===== src/phase_sync_cfg_pkg.sv =====
// Package of offsets, field positions, reset values and timing counts
package phase_sync_cfg_pkg;
    // Register offsets on the serial port address space
    localparam logic [6:0] OFS_COARSE_CFG = 7'h74;
    localparam logic [6:0] OFS_NOISE_CFG = 7'h76;
    localparam logic [6:0] OFS_PHASE_LO = 7'h77;
    localparam logic [6:0] OFS_PHASE_HI = 7'h78;
    localparam logic [6:0] OFS_ALARM_CFG = 7'h79;
    localparam logic [6:0] OFS_SYNC_CFG = 7'h7A;
    localparam logic [6:0] OFS_ALIGN_CFG = 7'h7B;
    // Reset values
    localparam logic [7:0] RST_COARSE_CFG = 8'h85;
    localparam logic [7:0] RST_NOISE_CFG = 8'h06;
    localparam logic [7:0] RST_ALARM_CFG = 8'h32;
    localparam logic [7:0] RST_SYNC_CFG = 8'h00;
    localparam logic [7:0] RST_ALIGN_CFG = 8'h00;
    // Field positions
    localparam int BIT_WIDE_RANGE = 6;
    localparam int BIT_MULTICYCLE = 5;
    localparam int BIT_WINDOW_ON = 7;
    localparam int BIT_SYNC_SRC = 7;
    localparam int BIT_FS_FLIP = 3;
    localparam int BIT_FS_PULSED = 2;
    localparam int BIT_MFS_FLIP = 1;
    localparam int BIT_MFS_PULSED = 0;
    // Coarse range codes
    localparam logic [3:0] RANGE_CODE_MAX = 4'hC;
    // Alarm timing: one timeout unit is two seconds
    localparam int CLK_HZ = 25000000;
    localparam int UNIT_S = 2;
    localparam int UNIT_CYCLES = CLK_HZ * UNIT_S;
    // Noise window: five percent of the expected edge period
    localparam int WINDOW_PCT = 5;
endpackage : phase_sync_cfg_pkg


===== src/phase_sync_cfg.sv =====
// DPLL phase detector configuration, phase readback, alarm timing and sync outputs
`timescale 1ns/1ps
module phase_sync_cfg
#(
    parameter int UNIT_CYCLES_P = phase_sync_cfg_pkg::UNIT_CYCLES,
    parameter int EDGE_W = 24
)
(
    input wire logic i_clk,
    input wire logic i_rst_n,
    // Register port
    input wire logic i_reg_wr,
    input wire logic i_reg_rd,
    input wire logic [6:0] i_reg_addr,
    input wire logic [7:0] i_reg_wdata,
    output logic [7:0] o_reg_rdata,
    // Phase detector results of both loops
    input wire logic [15:0] i_first_loop_phase,
    input wire logic [15:0] i_second_loop_phase,
    input wire logic i_phase_loop_select,
    input wire logic [31:0] i_coarse_phase,
    // Low-frequency input edges
    input wire logic i_lf_edge,
    input wire logic [EDGE_W-1:0] i_lf_period,
    // Controller state and alarm control
    input wire logic i_unlocked_state,
    input wire logic i_alarm_clear,
    input wire logic i_alarm_expire_en,
    // Sync sources
    input wire logic i_first_loop_fs,
    input wire logic i_first_loop_mfs,
    input wire logic i_second_loop_fs,
    input wire logic i_second_loop_mfs,
    input wire logic i_second_clock_output_tick,
    output logic o_wide_range_on,
    output logic [31:0] o_loop_phase,
    output logic [13:0] o_track_range,
    output logic o_edge_valid,
    output logic o_phase_alarm,
    output logic o_frame_sync_out,
    output logic o_multiframe_sync_out,
    output logic [7:0] o_align_cfg
);
    import phase_sync_cfg_pkg::*;

    // ------------------------------------------------------------
    // State
    // ------------------------------------------------------------
    typedef struct packed {
        logic [7:0] coarse;
        logic [7:0] noise;
        logic [7:0] alarm_cfg;
        logic [7:0] sync;
        logic [7:0] align;
        logic [15:0] snap;
        logic [7:0] rdata;
        logic wide;
        logic [31:0] loop_phase;
        logic [13:0] range;
        logic [EDGE_W-1:0] since_edge;
        logic edge_ok;
        logic [31:0] tick_cnt;
        logic [5:0] units;
        logic alarm;
        logic [1:0] fs_prev;
        logic fs_pulse_live;
        logic mfs_pulse_live;
        logic fs_out;
        logic mfs_out;
    } state_type;

    state_type st_ff;
    state_type nxt_st;

    logic [15:0] sel_phase;
    logic fs_src;
    logic mfs_src;
    logic [EDGE_W-1:0] tol;
    logic [EDGE_W-1:0] lo_lim;
    logic [EDGE_W-1:0] hi_lim;
    logic [31:0] clip;

    // ------------------------------------------------------------
    // Combinational helpers
    // ------------------------------------------------------------
    // Loop and source selection
    always_comb
    begin
        sel_phase = i_phase_loop_select ? i_second_loop_phase : i_first_loop_phase;
        fs_src = st_ff.sync[BIT_SYNC_SRC] ? i_second_loop_fs : i_first_loop_fs;
        mfs_src = st_ff.sync[BIT_SYNC_SRC] ? i_second_loop_mfs : i_first_loop_mfs;
        tol = EDGE_W'((i_lf_period * WINDOW_PCT) / 100);
        lo_lim = i_lf_period - tol;
        hi_lim = i_lf_period + tol;
        clip = 32'h0000FFFF;
    end

    // ------------------------------------------------------------
    // Next state
    // ------------------------------------------------------------
    always_comb
    begin
        nxt_st = st_ff;
        // Register writes
        if (i_reg_wr)
        begin
            unique case (i_reg_addr)
                OFS_COARSE_CFG: nxt_st.coarse = i_reg_wdata;
                OFS_NOISE_CFG: nxt_st.noise = i_reg_wdata;
                OFS_ALARM_CFG: nxt_st.alarm_cfg = i_reg_wdata;
                OFS_SYNC_CFG: nxt_st.sync = i_reg_wdata;
                OFS_ALIGN_CFG: nxt_st.align = i_reg_wdata;
                default: ;
            endcase
        end
        // Snapshot low byte read so the high byte matches it
        if (i_reg_rd && i_reg_addr == OFS_PHASE_LO)
        begin
            nxt_st.snap = sel_phase;
        end
        // Read data, unmapped reads zero
        nxt_st.rdata = 8'h00;
        if (i_reg_rd)
        begin
            unique case (i_reg_addr)
                OFS_COARSE_CFG: nxt_st.rdata = st_ff.coarse;
                OFS_NOISE_CFG: nxt_st.rdata = {st_ff.noise[7], 7'h06};
                OFS_PHASE_LO: nxt_st.rdata = sel_phase[7:0];
                OFS_PHASE_HI: nxt_st.rdata = st_ff.snap[15:8];
                OFS_ALARM_CFG: nxt_st.rdata = {2'h0, st_ff.alarm_cfg[5:0]};
                OFS_SYNC_CFG: nxt_st.rdata = {st_ff.sync[7], 3'h0, st_ff.sync[3:0]};
                OFS_ALIGN_CFG: nxt_st.rdata = st_ff.align;
                default: nxt_st.rdata = 8'h00;
            endcase
        end
        // Detector setup
        nxt_st.wide = st_ff.coarse[BIT_WIDE_RANGE];
        if (st_ff.coarse[3:0] >= RANGE_CODE_MAX)
        begin
            nxt_st.range = 14'h1FFF;
        end
        else
        begin
            nxt_st.range = 14'((32'h2 << st_ff.coarse[3:0]) - 1);
        end
        if (st_ff.coarse[BIT_MULTICYCLE])
        begin
            nxt_st.loop_phase = i_coarse_phase;
        end
        else
        begin
            nxt_st.loop_phase = {16'h0000, i_coarse_phase[15:0] & clip[15:0]};
        end
        // Edge window filter
        nxt_st.edge_ok = 1'b0;
        if (i_lf_edge)
        begin
            nxt_st.since_edge = EDGE_W'(1); // Edge cycle counts as one
            nxt_st.edge_ok = !st_ff.noise[BIT_WINDOW_ON] ||
                (st_ff.since_edge >= lo_lim && st_ff.since_edge <= hi_lim);
        end
        else if (st_ff.since_edge != {EDGE_W{1'b1}})
        begin
            nxt_st.since_edge = st_ff.since_edge + 1'b1;
        end
        // Alarm timeout in two-second units
        if (!i_unlocked_state || st_ff.alarm)
        begin
            nxt_st.tick_cnt = '0;
            nxt_st.units = '0;
        end
        else if (st_ff.tick_cnt == 32'(UNIT_CYCLES_P - 1))
        begin
            nxt_st.tick_cnt = '0;
            nxt_st.units = st_ff.units + 6'h01;
        end
        else
        begin
            nxt_st.tick_cnt = st_ff.tick_cnt + 32'h1;
        end
        // Sticky alarm: raise wins over clear
        if (i_unlocked_state && !st_ff.alarm && st_ff.units >= st_ff.alarm_cfg[5:0])
        begin
            nxt_st.alarm = 1'b1;
        end
        else if (i_alarm_clear || (i_alarm_expire_en && !i_unlocked_state))
        begin
            nxt_st.alarm = 1'b0;
        end
        // Sync outputs: pulse spans one second clock output period
        nxt_st.fs_prev = {fs_src, mfs_src};
        if (fs_src && !st_ff.fs_prev[1])
        begin
            nxt_st.fs_pulse_live = 1'b1;
        end
        else if (i_second_clock_output_tick)
        begin
            nxt_st.fs_pulse_live = 1'b0;
        end
        if (mfs_src && !st_ff.fs_prev[0])
        begin
            nxt_st.mfs_pulse_live = 1'b1;
        end
        else if (i_second_clock_output_tick)
        begin
            nxt_st.mfs_pulse_live = 1'b0;
        end
        nxt_st.fs_out = (st_ff.sync[BIT_FS_PULSED] ? st_ff.fs_pulse_live : fs_src)
            ^ st_ff.sync[BIT_FS_FLIP];
        nxt_st.mfs_out = (st_ff.sync[BIT_MFS_PULSED] ? st_ff.mfs_pulse_live : mfs_src)
            ^ st_ff.sync[BIT_MFS_FLIP];
    end

    // ------------------------------------------------------------
    // Registers
    // ------------------------------------------------------------
    always_ff @(posedge i_clk)
    begin
        if (!i_rst_n)
        begin
            st_ff <= '0;
            st_ff.coarse <= RST_COARSE_CFG;
            st_ff.noise <= RST_NOISE_CFG;
            st_ff.alarm_cfg <= RST_ALARM_CFG;
            st_ff.sync <= RST_SYNC_CFG;
            st_ff.align <= RST_ALIGN_CFG;
        end
        else
        begin
            st_ff <= nxt_st;
        end
    end

    // Outputs straight from flip-flops
    assign o_reg_rdata = st_ff.rdata;
    assign o_wide_range_on = st_ff.wide;
    assign o_loop_phase = st_ff.loop_phase;
    assign o_track_range = st_ff.range;
    assign o_edge_valid = st_ff.edge_ok;
    assign o_phase_alarm = st_ff.alarm;
    assign o_frame_sync_out = st_ff.fs_out;
    assign o_multiframe_sync_out = st_ff.mfs_out;
    assign o_align_cfg = st_ff.align;

    // ------------------------------------------------------------
    // Checks
    // ------------------------------------------------------------
    AST_WIDE: assert property (@(posedge i_clk) disable iff (!i_rst_n)
        o_wide_range_on == $past(st_ff.coarse[BIT_WIDE_RANGE]))
        else $error("wide range enable not following its bit");
    AST_CLIP: assert property (@(posedge i_clk) disable iff (!i_rst_n)
        !$past(st_ff.coarse[BIT_MULTICYCLE]) |-> o_loop_phase[31:16] == 16'h0000)
        else $error("phase not clipped with multicycle off");
    AST_RANGE: assert property (@(posedge i_clk) disable iff (!i_rst_n)
        $past(st_ff.coarse[3:0]) == 4'h9 |-> o_track_range == 14'd1023)
        else $error("code 1001 not 1023 UI");
    AST_WINDOW: assert property (@(posedge i_clk) disable iff (!i_rst_n)
        $past(i_lf_edge) && !$past(st_ff.noise[BIT_WINDOW_ON]) |-> o_edge_valid)
        else $error("edge dropped with window off");
    AST_HIBYTE: assert property (@(posedge i_clk) disable iff (!i_rst_n)
        i_reg_rd && i_reg_addr == OFS_PHASE_LO |=> st_ff.snap == $past(sel_phase))
        else $error("phase snapshot missed");
    AST_ALARM_HOLD: assert property (@(posedge i_clk) disable iff (!i_rst_n)
        o_phase_alarm && !i_alarm_clear && !i_alarm_expire_en |=> o_phase_alarm)
        else $error("alarm dropped without clear");
    AST_NO_EARLY: assert property (@(posedge i_clk) disable iff (!i_rst_n)
        $rose(o_phase_alarm) |-> $past(st_ff.units) >= $past(st_ff.alarm_cfg[5:0]))
        else $error("alarm before timeout");
    AST_FLIP: assert property (@(posedge i_clk) disable iff (!i_rst_n)
        !$past(st_ff.sync[BIT_FS_PULSED]) |->
        o_frame_sync_out == ($past(fs_src) ^ $past(st_ff.sync[BIT_FS_FLIP])))
        else $error("frame sync polarity wrong");
    AST_PULSE_END: assert property (@(posedge i_clk) disable iff (!i_rst_n)
        st_ff.fs_pulse_live && i_second_clock_output_tick && !(fs_src && !st_ff.fs_prev[1])
        |=> !st_ff.fs_pulse_live)
        else $error("pulse longer than one period");
    AST_EDGE_REJECT: assert property (@(posedge i_clk) disable iff (!i_rst_n)
        i_lf_edge && st_ff.noise[BIT_WINDOW_ON] && st_ff.since_edge < lo_lim |=> !o_edge_valid)
        else $error("early edge passed with window on");
    AST_ALARM_SET: assert property (@(posedge i_clk) disable iff (!i_rst_n)
        i_unlocked_state && !o_phase_alarm && st_ff.units >= st_ff.alarm_cfg[5:0]
        |=> o_phase_alarm)
        else $error("alarm not raised at timeout");
    AST_PULSE_START: assert property (@(posedge i_clk) disable iff (!i_rst_n)
        fs_src && !st_ff.fs_prev[1] |=> st_ff.fs_pulse_live)
        else $error("frame sync pulse not started");
    AST_MFS_PULSE_END: assert property (@(posedge i_clk) disable iff (!i_rst_n)
        st_ff.mfs_pulse_live && i_second_clock_output_tick && !(mfs_src && !st_ff.fs_prev[0])
        |=> !st_ff.mfs_pulse_live)
        else $error("multiframe pulse longer than one period");
endmodule : phase_sync_cfg


===== config.mk =====
export PLATFORM = sky130hd
export DESIGN_NAME = phase_sync_cfg
export DESIGN_NICKNAME = d
export VERILOG_FILES = /design/src/phase_sync_cfg_pkg.sv /design/src/phase_sync_cfg.sv
export SDC_FILE = /design/constraint.sdc
export NUM_CORES = 1
export LEC_CHECK = 0
export BUFFER_PORTS_ARGS = -buffer_cell sky130_fd_sc_hd__buf_2
export CORE_UTILIZATION = 55
export CTS_BUF_LIST = sky130_fd_sc_hd__clkbuf_2 sky130_fd_sc_hd__clkbuf_4 sky130_fd_sc_hd__clkbuf_8
export DETAILED_ROUTE_END_ITERATION = 12
export PLACE_DENSITY_LB_ADDON = 0.3
export SYNTH_ARGS = -nofsm -noshare
export SYNTH_HDL_FRONTEND = slang
export SYNTH_SLANG_ARGS = --single-unit

===== constraint.sdc =====
create_clock -name i_clk -period 38.8 [get_ports i_clk]
set_input_delay 0 -clock i_clk [delete_from_list [all_inputs] [get_ports i_clk]]
set_output_delay 0 -clock i_clk [all_outputs]
set_load 0.005 [all_outputs]

======== Word level (Yosys, flattened, before mapping) ========
Cells that the tools add are included.
word-level totals
  flip-flop bits (word level) ............. 179
  word-level logic and storage cells ...... 93
  bits of input ports ..................... 117
cells by class
  divide/modulo/power cells ............... 1
  shift operators ......................... 1
  mux-type cells .......................... 14
  bitwise operators ....................... 3
  multipliers ............................. 1
  magnitude comparators ................... 4
  equality and inequality tests ........... 9
  add/subtract/negate cells ............... 6
  reductions and logical operators ........ 31
operator list
  operator                                                                  number
  8-bit one-hot mux with 7 select lines                                     1
  7-bit equality test (second input constant)                               7
  32-bit by 1-bit adder with 32-bit output (second input constant)          1
  27-bit by 7-bit divider with 32-bit output (second input constant)        1
  32-bit by 26-bit equality test with 1-bit output (second input constant)  1
  24-bit by 3-bit multiplier with 27-bit output (second input constant)     1
  24-bit by 1-bit adder with 24-bit output (second input constant)          1
  24-bit adder                                                              1
  24-bit >= comparator                                                      1
  24-bit <= comparator                                                      1
  24-bit inequality test (second input constant)                            1
  24-bit subtractor                                                         1
  16-bit two-way mux                                                        1
  2-bit AND reduction                                                       8
  2-bit by 4-bit left shift with 14-bit output (first input constant)       1
  14-bit by 1-bit subtractor with 14-bit output (second input constant)     1
  13-bit two-way mux                                                        1
  1-bit two-way mux                                                         11
  2-bit nonzero test                                                        4
  1-bit logical AND                                                         7
  6-bit by 1-bit adder with 6-bit output (second input constant)            1
  6-bit >= comparator                                                       1
  2-bit OR reduction                                                        3
  1-bit zero test                                                           5
  other kinds (5)                                                           8

======== Longest topological paths before layout ========
Gate-level depths: netlist (run 1).
  depth in word-level cells ............... 6
  gate-level depth with buffers ........... 105

======== Worst setup path after synthesis (run 1) ========
No wires, ideal clock.
  path type ............................... input to register
  start ................................... input i_lf_period[1]
  end ..................................... register st_ff, in the netlist o_edge_valid
  setup slack ............................. 20.614 ns
  cell stages on the path ................. 90
  library setup time ...................... 0.060 ns
  arrival time ............................ 18.126 ns
  data required time ...................... 38.740 ns
  buffers on the path ..................... 3
  cell sequence ........................... ha_1 -> ha_1 -> inv_1 -> fa_1 -> nor2b_1 -> o2111ai_1 -> a2111o_1 -> nand4_1 -> nor3b_1 -> buf_2 -> or2_1 -> nand4_1 -> o221a_4 -> o31ai_2 -> a22oi_1 -> nand2_1 -> mux2_2 -> a31o_2 -> [... 54 more ...] -> a21oi_1 -> o21bai_1 -> a21oi_1 -> o21bai_1 -> a21oi_1 -> xnor2_1 -> ha_1 -> nor2b_1 -> o21ai_0 -> nand2b_1 -> a21oi_1 -> nor2b_1 -> o21ai_0 -> nand2b_1 -> a221oi_1 -> a31oi_1 -> o21ai_0 -> and3_1
on the way
  word-level cells in the longest chain between the ends .. 6
  elaborated cells between the ends (all ways) .. 8
RTL lines
  item                                                                 RTL line                                    source
  start: declaration                                                   phase_sync_cfg.sv:24                        input wire logic [EDGE_W-1:0] i_lf_period,
  24-bit by 3-bit multiplier with 27-bit output                        phase_sync_cfg.sv:92                        tol = EDGE_W'((i_lf_period * WINDOW_PCT) / 100);
  27-bit by 7-bit divider with 32-bit output                           phase_sync_cfg.sv:92
  24-bit subtractor / 24-bit adder (equally long branches)             phase_sync_cfg.sv:93, phase_sync_cfg.sv:94
  24-bit >= comparator / 24-bit <= comparator (equally long branches)  phase_sync_cfg.sv:160                       (st_ff.since_edge >= lo_lim && st_ff.since_edge <= hi_lim);
  1-bit logical AND (*)                                                phase_sync_cfg.sv:160
  1-bit logical OR (*)                                                 phase_sync_cfg.sv:159                       nxt_st.edge_ok = !st_ff.noise[BIT_WINDOW_ON] ||
  end signal: assignment                                               phase_sync_cfg.sv:230                       st_ff <= nxt_st;
  end: declaration                                                     phase_sync_cfg.sv:72                        state_type st_ff;
Mark *: on every way between the ends. The rest lies on a longest branch, timed or not.
A chain may end at the register's enable or synchronous reset.

======== Final worst setup path (run 1) ========
Ends and elaborated chain as after synthesis.

==> metrics.log, run 1 <==
INFO  metric status = complete, no violations
INFO  metric cts.clk_slew.worst_paths = 0.12 ns
INFO  metric core_area = 28160 µm²
INFO  metric grt_pass1_vias = 14569
INFO  metric period_share = 52.75%
INFO  metric clock_tree.htree_level_count = 4
INFO  metric yosysWarningCount = 0
INFO  metric drt_iter0_drc = 1166
INFO  metric cpMaxStageDelayCell = sky130_fd_sc_hd__mux2i_1
INFO  metric post_drt_wl_per_cell = 16.60 µm
INFO  metric cts_tree = built
INFO  metric grt_start_max_net_pins = 47
INFO  metric critical_path_required = 39.19 ns
INFO  metric postSynth.topFlopCell = sky130_fd_sc_hd__dfxtp_1
INFO  metric ant_nets = 0
INFO  metric start_util = 56.54%
INFO  metric clock_latency = 0.47 ns
INFO  metric worst_min_path_start = i_rst_n
INFO  metric synth.cell_area = 15920 µm²
INFO  metric wl = 42.07 mm
INFO  metric placedInstanceArea = 16470 µm²
INFO  metric final_hold_viol_count = 0
INFO  metric sequential_element_share_of_the_synthesized_area = 20.24%
INFO  metric synthDistinctLibCells = 128
INFO  metric maxSlewViolCount = 0
INFO  metric reg2reg_setup_slack = 34.21 ns
INFO  metric worst_setup_path_start_kind = input port
INFO  metric design.die.area = 29640 µm²
INFO  metric r2r_start = st_ff[46]
INFO  metric tightestPinTransition = 0.9555 ns
INFO  metric min_path_type = in2reg
INFO  metric place_hpwl = 31.36 mm
INFO  metric cts.path.max_buffers = 2
INFO  metric die_width = 172.2 µm
INFO  metric antenna_cells = 0
INFO  metric dp_slack = 18.14 ns
INFO  metric postSynthNetCount = 2255
INFO  metric top_cells_by_area_in_the_synthesized_netlist = sky130_fd_sc_hd__dfxtp_1 (20%), sky130_fd_sc_hd__ha_1 (11%), sky130_fd_sc_hd__nor2_1 (5.1%)
INFO  metric post_synthesis_cells = 1989
INFO  metric timing_worst_setup_path_type = in2reg
INFO  metric grt.total_usage = 28.24%
INFO  metric detail_route.drc_violations = 0
INFO  metric critical-path-top-cell-by-count = sky130_fd_sc_hd__a21oi_1
INFO  metric slew-limit-headroom = 36.06%
INFO  metric async_set_reset_flop_share_out_of_synthesis = 0%
INFO  metric drtPass1Iterations = 6
INFO  metric layout.nets = 2410
INFO  metric rr_worst_depth = 35
INFO  metric flow.area_growth_from_synthesis = 11.03%
INFO  metric synth.largest_area_cell = sky130_fd_sc_hd__dfxtp_1
INFO  metric worstHoldPathCells = 2
INFO  metric instances_no_fill = 2535
INFO  metric port_buffers = 183
INFO  metric final_critical_path_setup_slack = 18.33 ns
INFO  metric post-place-cells = 2423
INFO  metric grt_antenna_before_repair = 0
INFO  metric via_per_inst = 6.019
INFO  metric postCtsResizedCells = 0
INFO  metric achievable-frequency = 0.04886 GHz
INFO  metric layout-drive-gt1-share = 14.74%
INFO  metric yosysTopAreaCellShare = 20.24%
INFO  metric syn_area_per_cell = 8.006 µm²
INFO  metric chipHeight = 172.2 µm
INFO  metric final.min_clock_period = 20.47 ns
INFO  metric report.final.setup_viol = 0
INFO  metric yosysMostFrequentCell = sky130_fd_sc_hd__nor2_1
INFO  metric cp-end-kind = flip-flop
INFO  metric number_of_enable_type_register_cells_in_the_synthesized_netlist = 0
INFO  metric fillCellCount = 2424
INFO  metric io_pins = 184
INFO  metric gp_congestion = 0.9014
INFO  metric clock-root-buffer = sky130_fd_sc_hd__clkbuf_8
INFO  metric dr_total_vias = 15259
INFO  metric rsz_0062_raised_after_global_routing = false
INFO  metric worst_hold_path.endpoint = st_ff[162]
INFO  metric fin_tns_setup = 0 ns
INFO  metric grt_pass1_wl = 69.92 mm
INFO  metric cts-buffers-inserted = 17
INFO  metric timing.rr.end = o_edge_valid
INFO  metric global_route.overflow_total = 0
INFO  metric post_route_cell_area = 17680 µm²
INFO  metric synthTopCellsByCount = sky130_fd_sc_hd__nor2_1 (215), sky130_fd_sc_hd__dfxtp_1 (161), sky130_fd_sc_hd__nand2_1 (153)
INFO  metric worstPathMaxFanout = 16
INFO  metric critPathArrivalTime = 20.86 ns
INFO  metric rows = 61
INFO  metric maxCapViolCount = 0
INFO  metric skew = 0.02850 ns
INFO  metric critPathMaxStageDelay = 0.79 ns
INFO  metric number_of_register_bits_inferred_by_synthesis = 161
INFO  metric cts.sinks = 161
repair_timing:
item,CTS,global route
setup buffers,0,0
hold buffers,80,0
endpoints found under the hold margin,81,0
worst max-delay path: cells and delay by family:
kind / cells / cell delay (ns)
AOI/OAI and AO/OA: 51 / 10.94
xor gates and xnor gates: 3 / 1.00
adders and majority gates: 7 / 2.11
buffers and inverters: 7 / 0.77
muxes: 3 / 1.64
and+or+nand+nor: 18 / 4.35
cell type report:
cell class | count | area [µm²] | share of cell area [%]
multi-input combinational | 1629 | 11560 | 65.40
sequential | 161 | 3223 | 18.23
timing repair buffer | 267 | 1747 | 9.879
tap | 378 | 473.0 | 2.675
inverter | 68 | 265.3 | 1.500
clock buffer | 18 | 247.7 | 1.401
clock inverter | 14 | 162.7 | 0.9200
registers in the layout, summed over array words and instances (netlist names), 8 cells and up:
register       flops
st_ff             93
o_loop_phase      32
o_track_range     14
o_align_cfg        8
o_reg_rdata        8
per-stage QoR:
step	util [%]	hold WS (ns)
6_report	62.78	0.04156
5_1_grt	62.78	0.06423
4_1_cts	62.78	0.002182
3_5_place_dp	58.48	0.2102
3_3_place_gp	58.48	0.2041
2_1_floorplan	-	0.02772
how the worst max path moves through the flow:
stage,from,end,cells after the start
after floorplan,i_lf_period[1],o_edge_valid,90
after global placement,i_lf_period[5],o_edge_valid,89
after detailed placement,i_lf_period[5],o_edge_valid,88
after CTS,i_lf_period[5],o_edge_valid,88
after global routing,i_lf_period[1],o_edge_valid,89
final,i_lf_period[1],o_edge_valid,89
cell families (layout without fill, tap and decap cells):
logic type      Yosys count  in the layout  synth area share [%]
simple gates            719            719                 22.20
buf+inv                 199            367                 7.150
fa+ha+maj               153            153                 12.11
xor+xnor                153            153                 8.627
compound gates          529            529                 24.37
flops                   161            161                 20.24
mux                      74             74                 5.280
other cells               1              1               0.02355
layout by cell type, fill, tap and decap left out, drive strengths merged, types with 13 or more instances in the layout:
cell,count
nor2,215
buf,187
dfxtp,161
nand2,154
a21oi,150
ha,146
xnor2,95
o21ai,81
dlygate4sd3,80
nand3,76
inv,75
mux2i,61
xor2,58
nor3,43
o21bai,40
and3,39
and2,38
nand4,34
nand2b,30
o211ai,26
a211oi,24
a21o,23
nor2b,22
a31oi,20
clkbuf,18
nor4,15
a221oi,14
or2,13
routing by layer:
| layer | wire (µm) | vias up | track usage [%] |
|---|---|---|---|
| li1 | - | 7500 | - |
| met1 | 18950 | 7134 | 35.75 |
| met2 | 19790 | 540 | 49.67 |
| met3 | 2297 | 85 | 3.090 |
| met4 | 1027 | 0 | 9.273 |
| met5 | 0 | - | 0 |
Power of run 1 is left out: the tool's default activity adds up to more than one toggle a clock period on the data nets, which glitch-free logic cannot reach.
==> run 2: changes to the inputs <==
==> constraint.sdc (replaced) <==
create_clock -name i_clk -period 20.3 [get_ports i_clk]
set_input_delay 0 -clock i_clk [delete_from_list [all_inputs] [get_ports i_clk]]
set_output_delay 0 -clock i_clk [all_outputs]
set_load 0.005 [all_outputs]
==> metrics.log, run 2 (synthesis results as in run 1) <==
INFO  metric status = complete, no violations
INFO  metric flow.area_growth_from_synthesis = 14.28%
INFO  metric fin_tns_setup = 0 ns (unchanged)
INFO  metric final.min_clock_period = 19.37 ns
INFO  metric timing.critical_path.buf_inv = 5 (-2)
INFO  metric layout-drive-gt1-share = 17.51% (+2.8 points)
INFO  metric largest_register_ffs = 93 (unchanged)
INFO  metric timing_worst_setup_path_type = in2reg
INFO  metric clock_latency = 0.46 ns (about the same)
INFO  metric layout_commonest_cell = sky130_fd_sc_hd__nor2_1
INFO  metric critPathMaxStageDelay = 0.60 ns (-0.19 ns)
INFO  metric drtPass1Iterations = 8 (+2)
INFO  metric layout.nets = 2434 (+1.0%)
INFO  metric detail_route.drc_violations = 0 (unchanged)
INFO  metric core_area = 28160 µm² (unchanged)
INFO  metric achievable-frequency = 0.05164 GHz
INFO  metric worst_setup_path_startpoint = i_lf_period[5]
INFO  metric grt_start_max_net_pins = 47 (unchanged)
INFO  metric gp_congestion = 0.9279 (+2.9%)
INFO  metric via_per_inst = 6.031 (+0.20%)
INFO  metric placedInstanceArea = 16530 µm² (+0.36%)
INFO  metric design.die.area = 29640 µm² (unchanged)
INFO  metric port_buffers = 183 (unchanged)
INFO  metric grt_pass1_wl = 69.10 mm (-1.2%)
INFO  metric start_util = 56.54% (unchanged)
INFO  metric die_width = 172.2 µm (unchanged)
INFO  metric clock_tree.htree_level_count = 4 (unchanged)
INFO  metric layout.cells.most_common_list = sky130_fd_sc_hd__nor2_1 (213), sky130_fd_sc_hd__buf_2 (183), sky130_fd_sc_hd__dfxtp_1 (161), sky130_fd_sc_hd__nand2_1 (151), sky130_fd_sc_hd__ha_1 (146)
INFO  metric post_route_cell_area = 18200 µm² (+2.9%)
INFO  metric report.final.setup_viol = 0 (unchanged)
INFO  metric cts.sinks = 161 (unchanged)
INFO  metric fillCellCount = 2372 (-2.1%)
INFO  metric cts-buffers-inserted = 17 (unchanged)
INFO  metric holdWs = 0.04628 ns (+0.004719 ns)
INFO  metric clock-root-buffer = sky130_fd_sc_hd__clkbuf_8
INFO  metric post_drt_wl_per_cell = 16.71 µm (+0.72%)
INFO  metric place_hpwl = 31.43 mm (+0.22%)
INFO  metric rows = 61 (unchanged)
INFO  metric chipHeight = 172.2 µm (unchanged)
INFO  metric grt.total_usage = 28.20% (-0.043 points)
INFO  metric io_pins = 184 (unchanged)
INFO  metric cpMaxStageDelayCell = sky130_fd_sc_hd__or4_4
INFO  metric tightestPinTransition = 0.9757 ns (+0.02020 ns)
INFO  metric worstPathMaxFanout = 14 (-2)
INFO  metric worst_setup_path_start_kind = input port
INFO  metric cts.path.max_buffers = 2 (unchanged)
INFO  metric maxCapViolCount = 0 (unchanged)
INFO  metric grt_antenna_before_repair = 2 (+2)
INFO  metric wl = 42.81 mm (+1.8%)
INFO  metric skew = 0.02436 ns (-0.004139 ns)
INFO  metric crit_family = compound AO/OA/AOI/OAI gates
INFO  metric critPathArrivalTime = 19.75 ns (-1.11 ns)
INFO  metric final_hold_viol_count = 0 (unchanged)
INFO  metric cp-end-kind = flip-flop
INFO  metric worst_min_path_start = i_rst_n
INFO  metric period_share = 95.39%
INFO  metric maxSlewViolCount = 0 (unchanged)
INFO  metric dr_total_vias = 15446 (+1.2%)
INFO  metric grt_pass1_vias = 14415 (-1.1%)
INFO  metric cts.clk_slew.worst_paths = 0.10 ns (-0.02 ns)
INFO  metric post-place-cells = 2431 (+0.33%)
INFO  metric global_route.overflow_total = 0 (unchanged)
INFO  metric cts_tree = built
INFO  metric r2r_start = st_ff[46]
INFO  metric instances_no_fill = 2561 (+1.0%)
INFO  metric largest_register = st_ff
INFO  metric drt_iter0_drc = 1214 (+4.1%)
INFO  metric critical_path_required = 20.69 ns (-18.50 ns)
INFO  metric min_path_type = in2reg
INFO  metric ant_nets = 0 (unchanged)
INFO  metric slew-limit-headroom = 34.48% (-1.6 points)
-- run 2: repair_timing --
action,CTS,global route
endpoints found under the hold margin,82,0
buffers inserted,0,13
resized for setup,0,57
hold buffers,82,0
endpoints found under the setup margin,0,1
-- run 2: worst reg2reg max path, delay by kind of cell, from the launching register on --
family          cells  cell delay (ns)
compound gates     17             2.57
flops               1             0.36
fa+ha+maj           1             0.29
simple gates       16             1.27
buf+inv             1             0.10
-- run 2: area by class of cell --
type / instances / area, µm² / area share, %
antenna: 2 / 5.005 / 0.02750
tap: 378 / 473.0 / 2.599
clock inverter: 15 / 207.7 / 1.141
multi-input combinational: 1630 / 11850 / 65.12
timing repair buffer: 290 / 1937 / 10.64
clock buffer: 17 / 234.0 / 1.286
inverter: 68 / 267.8 / 1.471
sequential: 161 / 3223 / 17.71
-- run 2: stage by stage --
step,setup WS (ns),utilization (%)
6_report,0.9350,64.62
5_1_grt,-0.09645,64.62
2_1_floorplan,2.114,-
4_1_cts,0.3033,63.17
3_5_place_dp,-0.1376,58.69
3_3_place_gp,0.4420,58.69
-- run 2: path summary, 6_finish.rpt --
path,endpoint,slack (ns),cells past startpoint
setup / recovery,o_edge_valid,0.94,86
hold / removal,st_ff[162],0.05,2
setup reg to reg,o_edge_valid,15.60,35
hold reg to reg,st_ff[180],0.48,2
-- run 2: layer usage --
metal  global-route usage [%]  routed length [µm]  vias to the layer above
li1                         -                   -                     7584
met4                    10.77                1208                        0
met1                    34.95               18810                     7227
met5                        0                   0                        -
met2                    49.30               20350                      544
met3                    3.777                2441                       91
Power of run 2 is left out for the same reason.
